$ cat src/logic/pwr_mon_pkg.sv
// Constants and types shared by the power monitor conversion sequencer.
// Assumes a 250 MHz core clock; registers sit on 32-bit Avalon-MM words.
package pwr_mon_pkg;

    localparam int unsigned CLK_MHZ            = 250;
    localparam int unsigned WAKE_TIME_US       = 40;
    localparam int unsigned WAKE_CYCLES        = WAKE_TIME_US * CLK_MHZ;
    localparam int unsigned SCL_TIMEOUT_MS     = 28;
    localparam int unsigned SCL_TIMEOUT_CYCLES =
        SCL_TIMEOUT_MS * 1000 * CLK_MHZ;

    localparam int unsigned ADDR_W = 5;
    localparam int unsigned DATA_W = 16;
    localparam int unsigned ACC_W  = 25;

    // Register indices; the byte address is four times the index
    localparam logic [2:0] IDX_CONFIG  = 3'h0;
    localparam logic [2:0] IDX_SHUNT   = 3'h1;
    localparam logic [2:0] IDX_BUS     = 3'h2;
    localparam logic [2:0] IDX_POWER   = 3'h3;
    localparam logic [2:0] IDX_CURRENT = 3'h4;
    localparam logic [2:0] IDX_CAL     = 3'h5;
    localparam logic [2:0] IDX_MASK    = 3'h6;

    localparam int unsigned MODE_LSB  = 0;
    localparam int unsigned AVG_LSB   = 3;
    localparam int unsigned READY_BIT = 3;
    localparam int unsigned BUS_MSB   = 15;

    localparam logic [15:0] CONFIG_RESET = 16'h0007;
    localparam logic [15:0] CAL_RESET    = 16'h0000;

    localparam logic [2:0] MODE_OFF       = 3'h0;
    localparam logic [2:0] MODE_TRIG_SH   = 3'h1;
    localparam logic [2:0] MODE_TRIG_BUS  = 3'h2;
    localparam logic [2:0] MODE_TRIG_BOTH = 3'h3;
    localparam logic [2:0] MODE_CONT_BOTH = 3'h7;

    localparam int unsigned CUR_SHIFT = 11;
    localparam int unsigned PWR_SHIFT = 13;

    typedef enum logic [2:0] {
        ST_OFF, ST_WAKE, ST_IDLE, ST_SHUNT, ST_BUS, ST_NEXT
    } state_t;

endpackage

$ cat src/logic/rst_release.sv
// Reset release: async assert, two-flop synchronous release.
// Assumes nrst_i may change at any time relative to core_clk_i.
`timescale 1ns/1ns
module rst_release (
    input  wire logic core_clk_i,   // Core clock
    input  wire logic nrst_i,       // Raw reset, active low
    output logic      rst_n_o       // Released reset, active low
);
    logic stage;

    always_ff @(posedge core_clk_i or negedge nrst_i) begin
        if (!nrst_i) begin
            stage   <= 1'b0;
            rst_n_o <= 1'b0;
        end else begin
            stage   <= 1'b1;
            rst_n_o <= stage;
        end
    end
endmodule // rst_release

$ cat src/logic/scl_low_timeout.sv
// Serial clock low-time watchdog for the serial target port.
// Assumes scl_i is asynchronous to core_clk_i.
`timescale 1ns/1ns
module scl_low_timeout #(
    parameter int unsigned LIMIT = 1000
) (
    input  wire logic core_clk_i,   // Core clock
    input  wire logic rst_n_i,      // Synchronised reset, active low
    input  wire logic scl_i,        // Serial clock pin level
    output logic      timeout_o     // One-cycle serial port reset
);
    logic        scl_meta;
    logic        scl_sync;
    logic [31:0] low_cnt;

    always_ff @(posedge core_clk_i or negedge rst_n_i) begin
        if (!rst_n_i) begin
            scl_meta <= 1'b1;
            scl_sync <= 1'b1;
        end else begin
            scl_meta <= scl_i;
            scl_sync <= scl_meta;
        end
    end

    // Counts low time, pulses once when the limit is passed
    always_ff @(posedge core_clk_i or negedge rst_n_i) begin
        if (!rst_n_i) begin
            low_cnt   <= 32'h0;
            timeout_o <= 1'b0;
        end else if (scl_sync) begin
            low_cnt   <= 32'h0;
            timeout_o <= 1'b0;
        end else begin
            if (low_cnt <= LIMIT)
                low_cnt <= low_cnt + 32'h1;
            timeout_o <= (low_cnt == LIMIT);
        end
    end
endmodule // scl_low_timeout

$ cat src/logic/pwr_mon_seq.sv
// Conversion sequencer, averaging and result registers of a power monitor.
// Assumes an external converter answering each request with a done pulse
// on core_clk_i, and an Avalon-MM master honouring waitrequest.
`timescale 1ns/1ns
module pwr_mon_seq
    import pwr_mon_pkg::*;
#(
    parameter int unsigned WAKE_CNT = pwr_mon_pkg::WAKE_CYCLES,
    parameter int unsigned SCL_CNT  = pwr_mon_pkg::SCL_TIMEOUT_CYCLES
) (
    input  wire logic                          core_clk_i,        // Clock
    input  wire logic                          nrst_i,            // Reset
    input  wire logic [pwr_mon_pkg::ADDR_W-1:0] avs_address_i,    // Byte addr
    input  wire logic                          avs_read_i,        // Read
    input  wire logic                          avs_write_i,       // Write
    input  wire logic [31:0]                   avs_writedata_i,   // Wr data
    input  wire logic [3:0]                    avs_byteenable_i,  // Lanes
    output logic      [31:0]                   avs_readdata_o,    // Rd data
    output logic                               avs_waitrequest_o, // Stall
    output logic                               adc_req_o,         // Convert
    output logic                               adc_chan_o,        // 1 = bus
    input  wire logic                          adc_done_i,        // Done
    input  wire logic [pwr_mon_pkg::DATA_W-1:0] adc_data_i,       // Sample
    input  wire logic                          scl_i,             // SCL pin
    output logic                               serial_reset_o,    // Timeout
    output logic                               powered_down_o,    // Off
    output logic                               conv_ready_o       // Ready
);
    import pwr_mon_pkg::*;

    ////////////////////////////////////////////////////////////////////////
    // Functions

    function automatic logic [15:0] calc_current(
        input logic [15:0] shunt, input logic [15:0] cal);
        logic signed [32:0] prod;
        prod = $signed(shunt) * $signed({1'b0, cal});
        prod = prod >>> CUR_SHIFT;
        return (cal == 16'h0000) ? 16'h0000 : prod[15:0];
    endfunction

    function automatic logic [15:0] calc_power(
        input logic [15:0] cur, input logic [15:0] bus,
        input logic [15:0] cal);
        logic [16:0] mag;
        logic [32:0] prod;
        mag  = cur[15] ? 17'(-$signed({cur[15], cur})) : {1'b0, cur};
        prod = mag * bus;
        prod = prod >> PWR_SHIFT;
        return (cal == 16'h0000) ? 16'h0000 : prod[15:0];
    endfunction

    function automatic logic [15:0] avg_div(
        input logic [ACC_W-1:0] acc, input logic [2:0] code);
        logic signed [ACC_W-1:0] q;
        q = $signed(acc) >>> code;
        return q[15:0];
    endfunction

    function automatic logic [15:0] lane_merge(
        input logic [15:0] old, input logic [31:0] wd, input logic [3:0] be);
        return {be[1] ? wd[15:8] : old[15:8], be[0] ? wd[7:0] : old[7:0]};
    endfunction

    ////////////////////////////////////////////////////////////////////////
    // Reset and serial watchdog

    logic rst_n;

    rst_release u_rst (
        .core_clk_i (core_clk_i),
        .nrst_i     (nrst_i),
        .rst_n_o    (rst_n)
    );

    scl_low_timeout #(.LIMIT(SCL_CNT)) u_scl (
        .core_clk_i (core_clk_i),
        .rst_n_i    (rst_n),
        .scl_i      (scl_i),
        .timeout_o  (serial_reset_o)
    );

    ////////////////////////////////////////////////////////////////////////
    // Bus slave: one wait state, then accepted

    logic [15:0] config_reg;
    logic [15:0] cal_reg;
    logic [15:0] shunt_reg;
    logic [15:0] bus_reg;
    logic [15:0] current_reg;
    logic [15:0] power_reg;
    logic        ready_seen;
    logic        cfg_written;
    logic        set_ready;
    logic        bus_acc;
    logic        hit;
    logic [2:0]  idx;
    logic [2:0]  mode;
    logic [2:0]  avg_code;
    logic [2:0]  new_mode;
    logic        active;
    logic        shunt_en;
    logic        bus_en;

    assign idx      = avs_address_i[4:2];
    assign hit      = (avs_address_i[1:0] == 2'b00) && (idx <= IDX_MASK);
    assign bus_acc  = (avs_read_i || avs_write_i) && !avs_waitrequest_o;
    assign mode     = config_reg[MODE_LSB +: 3];
    assign avg_code = config_reg[AVG_LSB +: 3];
    assign active   = (mode[1:0] != 2'b00);
    assign shunt_en = mode[0];
    assign bus_en   = mode[1];
    assign new_mode = 3'(lane_merge(config_reg, avs_writedata_i,
                                    avs_byteenable_i) >> MODE_LSB);

    always_ff @(posedge core_clk_i or negedge rst_n) begin
        if (!rst_n)
            avs_waitrequest_o <= 1'b1;
        else if (!avs_waitrequest_o)
            avs_waitrequest_o <= 1'b1;
        else if (avs_read_i || avs_write_i)
            avs_waitrequest_o <= 1'b0;
    end

    // Read data captured while waitrequest falls; reads have no side effect
    // on the sequencer
    always_ff @(posedge core_clk_i or negedge rst_n) begin
        if (!rst_n) begin
            avs_readdata_o <= 32'h0;
            ready_seen     <= 1'b0;
        end else if (avs_read_i && avs_waitrequest_o) begin
            ready_seen     <= conv_ready_o && hit && (idx == IDX_MASK);
            unique case (idx)
                IDX_CONFIG:  avs_readdata_o <= {16'h0, config_reg};
                IDX_SHUNT:   avs_readdata_o <= {16'h0, shunt_reg};
                IDX_BUS:     avs_readdata_o <= {16'h0, bus_reg};
                IDX_POWER:   avs_readdata_o <= {16'h0, power_reg};
                IDX_CURRENT: avs_readdata_o <= {16'h0, current_reg};
                IDX_CAL:     avs_readdata_o <= {16'h0, cal_reg};
                IDX_MASK:    avs_readdata_o <= 32'(conv_ready_o) << READY_BIT;
                default:     avs_readdata_o <= 32'h0;
            endcase
            if (!hit)
                avs_readdata_o <= 32'h0;
        end
    end

    // Writes act regardless of power state
    always_ff @(posedge core_clk_i or negedge rst_n) begin
        if (!rst_n) begin
            config_reg  <= CONFIG_RESET;
            cal_reg     <= CAL_RESET;
            cfg_written <= 1'b0;
        end else begin
            cfg_written <= bus_acc && avs_write_i && hit
                           && (idx == IDX_CONFIG);
            if (bus_acc && avs_write_i && hit && idx == IDX_CONFIG)
                config_reg <= lane_merge(config_reg, avs_writedata_i,
                                         avs_byteenable_i);
            if (bus_acc && avs_write_i && hit && idx == IDX_CAL)
                cal_reg <= lane_merge(cal_reg, avs_writedata_i,
                                      avs_byteenable_i);
        end
    end

    // Ready flag: a set in the same cycle wins over any clear
    always_ff @(posedge core_clk_i or negedge rst_n) begin
        if (!rst_n)
            conv_ready_o <= 1'b0;
        else if (set_ready)
            conv_ready_o <= 1'b1;
        else if (bus_acc && avs_write_i && hit && idx == IDX_CONFIG
                 && new_mode[1:0] != 2'b00)
            conv_ready_o <= 1'b0;
        else if (bus_acc && avs_read_i && ready_seen)
            conv_ready_o <= 1'b0;
    end

    ////////////////////////////////////////////////////////////////////////
    // Sequencer

    state_t      state;
    state_t      next_state;
    state_t      first_conv;
    logic        trig_pend;
    logic [31:0] wake_cnt;
    logic [7:0]  sample_cnt;
    logic        last_sample;
    logic        starting;
    logic        shunt_done;
    logic        bus_done;
    logic [15:0] bus_sample;
    logic [15:0] cur_calc;
    logic [15:0] cur_last;

    assign first_conv  = shunt_en ? ST_SHUNT : ST_BUS;
    assign last_sample = (sample_cnt == 8'((9'h1 << avg_code) - 9'h1));
    assign starting    = (state == ST_IDLE) && (next_state != ST_IDLE)
                         && (next_state != ST_OFF);
    assign shunt_done  = (state == ST_SHUNT) && adc_done_i && !cfg_written;
    assign bus_done    = (state == ST_BUS) && adc_done_i && !cfg_written;
    assign set_ready   = (state == ST_NEXT) && last_sample;
    assign bus_sample  = {1'b0, adc_data_i[BUS_MSB-1:0]};
    assign cur_calc    = calc_current(adc_data_i, cal_reg);

    always_comb begin
        next_state = state;
        unique case (state)
            ST_OFF:   if (active) next_state = ST_WAKE;
            ST_WAKE:  if (!active) next_state = ST_OFF;
                      else if (wake_cnt == 32'h0) next_state = ST_IDLE;
            ST_IDLE:  if (!active) next_state = ST_OFF;
                      else if (mode[2] || trig_pend)
                          next_state = first_conv;
            ST_SHUNT: if (cfg_written) next_state = ST_IDLE;
                      else if (adc_done_i)
                          next_state = bus_en ? ST_BUS : ST_NEXT;
            ST_BUS:   if (cfg_written) next_state = ST_IDLE;
                      else if (adc_done_i) next_state = ST_NEXT;
            ST_NEXT:  next_state = last_sample ? ST_IDLE : first_conv;
        endcase
    end

    always_ff @(posedge core_clk_i or negedge rst_n) begin
        if (!rst_n)
            state <= ST_IDLE;
        else
            state <= next_state;
    end

    // Recovery time after power-down
    always_ff @(posedge core_clk_i or negedge rst_n) begin
        if (!rst_n)
            wake_cnt <= 32'h0;
        else if (state == ST_OFF)
            wake_cnt <= 32'(WAKE_CNT - 1);
        else if (state == ST_WAKE && wake_cnt != 32'h0)
            wake_cnt <= wake_cnt - 32'h1;
    end

    // One set per triggered write; set wins over the start clear
    always_ff @(posedge core_clk_i or negedge rst_n) begin
        if (!rst_n)
            trig_pend <= 1'b0;
        else if (cfg_written)
            trig_pend <= !mode[2] && active;
        else if (starting)
            trig_pend <= 1'b0;
    end

    always_ff @(posedge core_clk_i or negedge rst_n) begin
        if (!rst_n) begin
            adc_req_o      <= 1'b0;
            adc_chan_o     <= 1'b0;
            powered_down_o <= 1'b0;
        end else begin
            adc_req_o      <= (next_state == ST_SHUNT)
                              || (next_state == ST_BUS);
            adc_chan_o     <= (next_state == ST_BUS);
            powered_down_o <= (next_state == ST_OFF)
                              || (next_state == ST_WAKE);
        end
    end

    ////////////////////////////////////////////////////////////////////////
    // Accumulation, computed in the capture cycle

    logic [ACC_W-1:0] acc_shunt;
    logic [ACC_W-1:0] acc_bus;
    logic [ACC_W-1:0] acc_cur;
    logic [ACC_W-1:0] acc_pwr;

    always_ff @(posedge core_clk_i or negedge rst_n) begin
        if (!rst_n)
            sample_cnt <= 8'h0;
        else if (starting)
            sample_cnt <= 8'h0;
        else if (state == ST_NEXT)
            sample_cnt <= sample_cnt + 8'h1;
    end

    always_ff @(posedge core_clk_i or negedge rst_n) begin
        if (!rst_n) begin
            acc_shunt <= '0;
            acc_cur   <= '0;
            cur_last  <= 16'h0;
        end else if (starting) begin
            acc_shunt <= '0;
            acc_cur   <= '0;
        end else if (shunt_done) begin
            acc_shunt <= acc_shunt + ACC_W'($signed(adc_data_i));
            acc_cur   <= acc_cur + ACC_W'($signed(cur_calc));
            cur_last  <= cur_calc;
        end
    end

    always_ff @(posedge core_clk_i or negedge rst_n) begin
        if (!rst_n) begin
            acc_bus <= '0;
            acc_pwr <= '0;
        end else if (starting) begin
            acc_bus <= '0;
            acc_pwr <= '0;
        end else if (bus_done) begin
            acc_bus <= acc_bus + ACC_W'(bus_sample);
            acc_pwr <= acc_pwr
                       + ACC_W'(calc_power(cur_last, bus_sample,
                                           cal_reg));
        end
    end

    // Outputs change only at the end of a full set
    always_ff @(posedge core_clk_i or negedge rst_n) begin
        if (!rst_n) begin
            shunt_reg   <= 16'h0;
            current_reg <= 16'h0;
            bus_reg     <= 16'h0;
            power_reg   <= 16'h0;
        end else if (set_ready) begin
            if (shunt_en) begin
                shunt_reg   <= avg_div(acc_shunt, avg_code);
                current_reg <= avg_div(acc_cur, avg_code);
            end
            if (bus_en) begin
                bus_reg   <= avg_div(acc_bus, avg_code);
                power_reg <= avg_div(acc_pwr, avg_code);
            end
        end
    end
endmodule // pwr_mon_seq

$ cat config.mk
export PLATFORM = sky130hd
export DESIGN_NAME = pwr_mon_seq
export DESIGN_NICKNAME = d
export VERILOG_FILES = /design/src/logic/pwr_mon_pkg.sv /design/src/logic/rst_release.sv /design/src/logic/scl_low_timeout.sv /design/src/logic/pwr_mon_seq.sv
export SDC_FILE = /design/constraint.sdc
export NUM_CORES = 2
export LEC_CHECK = 0
export BUFFER_PORTS_ARGS = -buffer_cell sky130_fd_sc_hd__buf_2
export CAP_MARGIN = 20
export CORE_MARGIN = 3
export CORE_UTILIZATION = 40
export DETAILED_ROUTE_END_ITERATION = 10
export REMOVE_ABC_BUFFERS = 1
export SLEW_MARGIN = 40
export SYNTH_ARGS = -nofsm -noshare
export SYNTH_HDL_FRONTEND = slang
export SYNTH_HIERARCHICAL = 1
export SYNTH_SLANG_ARGS = --single-unit
$ cat constraint.sdc
create_clock -name core_clk_i -period 12.4 [get_ports core_clk_i]
set_clock_uncertainty 0.1 [all_clocks]
set_input_delay 0.62 -clock core_clk_i [delete_from_list [all_inputs] [get_ports core_clk_i]]
set_output_delay 0.62 -clock core_clk_i [all_outputs]
set_load 0.005 [all_outputs]
# [After elaboration in Yosys (flattened, before gate mapping)]
# Index checks and enable logic that the tools add are counted.
[classes] addsub=9 n_mul=2 n_lt_le_gt_ge=2 eq_ne=17 n_shift=5 muxes=41 n_bitwise=1 n_reduce_logical=52
[op_table] op="2-to-1 mux 25 bit" n=8
[op_table] op="2-to-1 mux 32 bit" n=4
[op_table] op="one-hot mux 16 bit (7 select lines)" n=1
[op_table] op=">>> shifter 25 x 3 -> 16 bit" n=4
[op_table] op="adder 25 bit" n=2
[op_table] op="2-to-1 mux 16 bit" n=3
[op_table] op="2-to-1 mux 3 bit" n=11
[op_table] op="adder 32 x 1 -> 32 bit, second input constant" n=1
[op_table] op="== test 32 x 23 -> 1 bit, second input constant" n=1
[op_table] op="<= comparator 32 x 23 -> 1 bit, second input constant" n=1
[op_table] op="zero test 32 bit" n=1
[op_table] op="nonzero test 32 bit" n=1
[op_table] op="subtractor 32 x 1 -> 32 bit, second input constant" n=1
[op_table] op="multiplier 17 x 15 -> 29 bit" n=1
[op_table] op="multiplier 16 x 17 -> 27 bit" n=1
[op_table] op="adder 25 x 15 -> 25 bit" n=1
[op_table] op="adder 25 x 16 -> 25 bit" n=1
[op_table] op="logical AND 1 bit" n=21
[op_table] op="== test 3 bit, second input constant" n=6
[op_table] op="one-hot mux 3 bit (6 select lines)" n=1
[op_table] op="2-to-1 mux 17 bit" n=1
[op_table] op="negation 16 -> 17 bit" n=1
[op_table] op="zero test 16 bit" n=1
[op_table] op="2-to-1 mux 8 bit" n=2
[op_table] op="18 further kinds" n=53
[totals] ff_bits=332 in_bits=63 output_inout_bits=38 wordCells=161

# [Logic depth before layout (Yosys ltp)]
[logic_depth] depth_word=10 ltp_mapped=39

# [By module]
# The synthesis kept the hierarchy.
[modules_own_cells] mod="pwr_mon_seq" n_inst=1 cells_per_inst=3735 area_each_um2=33128.0
[modules_own_cells] mod="scl_low_timeout" n_inst=1 cells_per_inst=175 area_each_um2=1747.9
[modules_own_cells] mod="rst_release" n_inst=1 cells_per_inst=3 area_each_um2=53.8

# [Worst setup path before layout]
# OpenSTA, ideal clock, no wires.
[synth_timing] path_kind="input to register" from="input port adc_data_i[1] (netlist name)" to="register acc_cur[22]" arrival_time_ns=8.563 t_required_ns=12.174 path_slack_ns=3.611 cell_stages=34 path_cell_list="clkbuf_1 -> nand2_1 -> fa_1 -> inv_1 -> fa_1 -> inv_1 -> fa_1 -> inv_1 -> fa_1 -> inv_1 -> fa_1 -> inv_1 -> fa_1 -> ha_1 -> nand4_1 -> nor2_1 -> a2bb2o_1 -> or2_2 -> o21a_1 -> a21bo_2 -> a21o_1 -> a21oi_1 -> xnor2_1 -> nor2_1 -> ha_1 -> o21a_1 -> o21a_1 -> a31oi_1 -> o311ai_1 -> a221oi_1 -> o21ai_0 -> or3_1 -> and2_1 -> a221o_1"
[synth_between] elab_chain_cells=5
[synth_rtl] element="start, declared" line_no="pwr_mon_seq.sv:23" source="input wire logic [pwr_mon_pkg::DATA_W-1:0] adc_data_i,"
[synth_rtl] element="multiplier 16 x 17 -> 27 bit" line_no="pwr_mon_seq.sv:37" source="prod = $signed(shunt) * $signed({1'b0, cal});"
[synth_rtl] element="2-to-1 mux 16 bit" line_no="pwr_mon_seq.sv:39" source="return (cal == 16'h0000) ? 16'h0000 : prod[15:0];"
[synth_rtl] element="named net cur_calc[7]" line_no="pwr_mon_seq.sv:193" source="logic [15:0] cur_calc;"
[synth_rtl] element="adder 25 bit" line_no="pwr_mon_seq.sv:292" source="acc_cur <= acc_cur + ACC_W'($signed(cur_calc));"
[synth_rtl] element="2-to-1 mux 25 bit" line_no="pwr_mon_seq.sv:290" source="end else if (shunt_done) begin"
[synth_rtl] element="2-to-1 mux 25 bit" line_no="pwr_mon_seq.sv:287" source="end else if (starting) begin"
[synth_rtl] element="end signal, assigned" line_no="pwr_mon_seq.sv:292"
[synth_rtl] element="end, declared" line_no="pwr_mon_seq.sv:270" source="logic [ACC_W-1:0] acc_cur;"
# The timed path passes the listed nets, and every way through them passes these cells. The select of a mux whose other input is x is not followed.
# A chain may end at the register's enable or synchronous reset.

# [Worst setup path after layout]
[layout_timing] from="register cur_last[6]" to="register acc_pwr[22]"
[layout_between] elab_chain_cells=7
[layout_rtl] element="start, declared" line_no="pwr_mon_seq.sv:194" source="logic [15:0] cur_last;"
[layout_rtl] element="start signal, assigned" line_no="pwr_mon_seq.sv:293" source="cur_last <= cur_calc;"
[layout_rtl] element="negation 16 -> 17 bit" line_no="pwr_mon_seq.sv:47" source="mag = cur[15] ? 17'(-$signed({cur[15], cur})) : {1'b0, cur};"
[layout_rtl] element="2-to-1 mux 17 bit *" line_no="pwr_mon_seq.sv:47"
[layout_rtl] element="multiplier 17 x 15 -> 29 bit *" line_no="pwr_mon_seq.sv:48" source="prod = mag * bus;"
[layout_rtl] element="2-to-1 mux 16 bit *" line_no="pwr_mon_seq.sv:50" source="return (cal == 16'h0000) ? 16'h0000 : prod[15:0];"
[layout_rtl] element="adder 25 x 16 -> 25 bit *" line_no="pwr_mon_seq.sv:307" source="+ ACC_W'(calc_power(cur_last, bus_sample,"
[layout_rtl] element="2-to-1 mux 25 bit *" line_no="pwr_mon_seq.sv:304" source="end else if (bus_done) begin"
[layout_rtl] element="2-to-1 mux 25 bit *" line_no="pwr_mon_seq.sv:301" source="end else if (starting) begin"
[layout_rtl] element="end signal, assigned" line_no="pwr_mon_seq.sv:306" source="acc_pwr <= acc_pwr"
[layout_rtl] element="end, declared" line_no="pwr_mon_seq.sv:271" source="logic [ACC_W-1:0] acc_pwr;"
# Every way passes the cells marked *; elsewhere a longest branch is shown, timed or not. The select of a mux whose other input is x is not followed.

==> flow_metrics.py <==
metrics = {
    "detailed_routing": {
        "first_iter_violations": 1712,
        "drcViolationCount": 0,
        "num_vias": 26685,
        "post_drt_wl_per_cell_um": 18.5,
        "final_antenna_net_count": 0,
        "via_per_inst": 5.29,
        "drt-total-wl_um": 93200,
        "drt_pass1_iterations": 7,
    },
    "logic_synthesis": {
        "syn_area_um2": 34900,
        "async_flop_share": 1.00,
        "ys_seq_elements": 308,
        "netlist_instances": 3913,
        "synthTopCellsByArea": "fa_1 (22%), dfrtp_1 (22%), ha_1 (8.7%)",
        "avgSynthCellArea_um2": 8.93,
        "synth_top_flop_cell": "dfrtp_1",
        "yosys.area.top_type_share": 0.218,
        "yosysWarnings": 6,
        "synth_top_area_cell": "fa_1",
        "ys_types": 94,
        "yosysSeqAreaShare": 0.221,
        "synth-edff-count": 0,
    },
    "sta": {
        "report.final.slew_viol_count": 0,
        "tns_ns": 0,
        "rsz0062_at_grt": "no",
        "hold_viol_final": 0,
        "period_needed_ns": 9.87,
        "report.final.setup_viol": 0,
        "slew_headroom": 0.453,
        "fmax_ghz": 0.101,
        "min_period_over_period": 0.796,
        "max_slew.worst_pin.slew_ns": 0.817,
    },
    "grt": {
        "gr-total-overflow": 0,
        "grt_usage": 0.210,
        "grt_pass1_wl_um": 152000,
        "first_global_vias": 27190,
        "grt_max_degree": 101,
        "antenna_found_initial": 10,
    },
    "clock_network": {
        "clk_pin_slew_worst_paths_ns": 0.06,
        "clockBufferDepth": 3,
        "cts-resized-gates": 0,
        "htreeDepth": 2,
        "clkLatencyLatePin_ns": 0.55,
        "cts_tree": "done",
        "hold_buffers": 1,
        "postCtsSetupBuffers": 0,
        "root_buffer": "clkbuf_16",
        "cts_buffers": 36,
        "clock_sinks": 308,
    },
    "floorplan": {
        "die_area_um2": 90900,
        "fp.coreArea_um2": 85800,
        "die_y_um": 302,
        "die_w_um": 302,
        "pin_count": 101,
        "placementRows": 107,
        "initial_core_util": 0.407,
    },
    "worst_setup_path": {
        "endpoint_kind": "register",
        "worstSetupStartpointType": "register",
        "arrival_ns": 10.17,
        "critPathMaxStageDelay_ns": 0.64,
        "cp_max_fo": 15,
        "cp_slowest_cell": "a2111oi_0",
        "required_ns": 12.71,
        "crit_path_frequent_cell": "fa_1",
        "r2r_cells": 35,
        "worstSetupPathType": "reg2reg",
    },
    "flow_run": {
        "maxCapViolCount": 0,
    },
    "cells_and_area": {
        "layout_common_cells": "nand2_1 (571), inv_1 (505), fa_1 (380)",
        "final_common_cell": "nand2_1",
        "fin_nets": 4558,
        "layout-drive-gt1-share": 0.0880,
        "area_delta_synth_final_pct": 7.99,
        "reg_top3": "u_scl/low_cnt x32, wake_cnt x32",
    },
    "min_path": {
        "min_path_cells": 1,
        "hold_path.class": "in2reg",
    },
    "place": {
        "io_buffers": 66,
        "place_hpwl_um": 67300,
        "routabilityCongestion": 0.841,
    },
    "outcome": {
        "status": "finished clean",
    },
}
final timing paths:
path                            slack (ns)                end     startpoint
worst max-delay path                  2.53        acc_pwr[22]    cur_last[6]
worst min-delay path                  0.06     u_scl/scl_meta          scl_i
worst max register to register        2.53        acc_pwr[22]    cur_last[6]
worst min register to register        0.25      u_rst/rst_n_o    u_rst/stage
max in group asynchronous            10.30         acc_cur[0]  u_rst/rst_n_o
min in group asynchronous             0.27  avs_readdata_o[8]  u_rst/rst_n_o
Yosys cell counts, types with 80 or more instances:
library cell and instances:
a21oi_1 124, and2_1 226, clkbuf_1 183, dfrtp_1 301, fa_1 380, ha_1 243, inv_1 506, mux2_2 80
mux2i_1 100, nand2_1 574, nor2_1 208, o21ai_0 156, xnor2_1 98
kinds of logic after synthesis:
family | Yosys count | share of synthesized area
compound gates | 583 | 0.106
xor+xnor | 165 | 0.0414
fa+ha+maj | 624 | 0.305
buf+inv | 732 | 0.0812
flops | 308 | 0.221
mux | 200 | 0.0673
other cells | 3 | 0.000322
simple gates | 1298 | 0.178
critical path: cells and delay by family (launching register included):
kind,cells,cell delay [ns]
flops,1,0.48
simple gates,10,1.90
fa+ha+maj,8,3.65
compound gates,8,2.72
xor+xnor,3,0.39
buf+inv,6,0.47
layer usage:
layer | vias up | GRT usage | routed length [um]
met5 | - | 0 | 27
met4 | 4 | 0.0437 | 1830
met3 | 119 | 0.0192 | 4680
met2 | 585 | 0.349 | 44000
met1 | 13353 | 0.298 | 42700
li1 | 12624 | - | -
stage by stage:
stage | utilization | std cells | area (um^2) | worst slack [ns] | hold WS, ns
after global placement | 0.424 | 4976 | 36400 | 2.22 | 0.236
final | 0.440 | 5044 | 37700 | 2.53 | 0.0589
after detailed placement | 0.425 | 4977 | 36500 | 2.35 | 0.240
after floorplan | - | 3716 | 34100 | 3.09 | 0.224
after CTS | 0.439 | 5041 | 37700 | 2.33 | 0.0308
after global routing | 0.439 | 5041 | 37700 | 1.79 | 0.0304
cell type report:
class,count,area (um^2)
timing repair buffer,118,771
fill,8451,48100
antenna,3,7.51
clock buffer,49,1020
tap,1144,1430
multi-input combinational,2899,24700
inverter,509,1910
sequential,308,7730
clock inverter,14,156
Power is not shown: default switching activity piles up to over one toggle a cycle in this logic, so the estimate is an artifact.
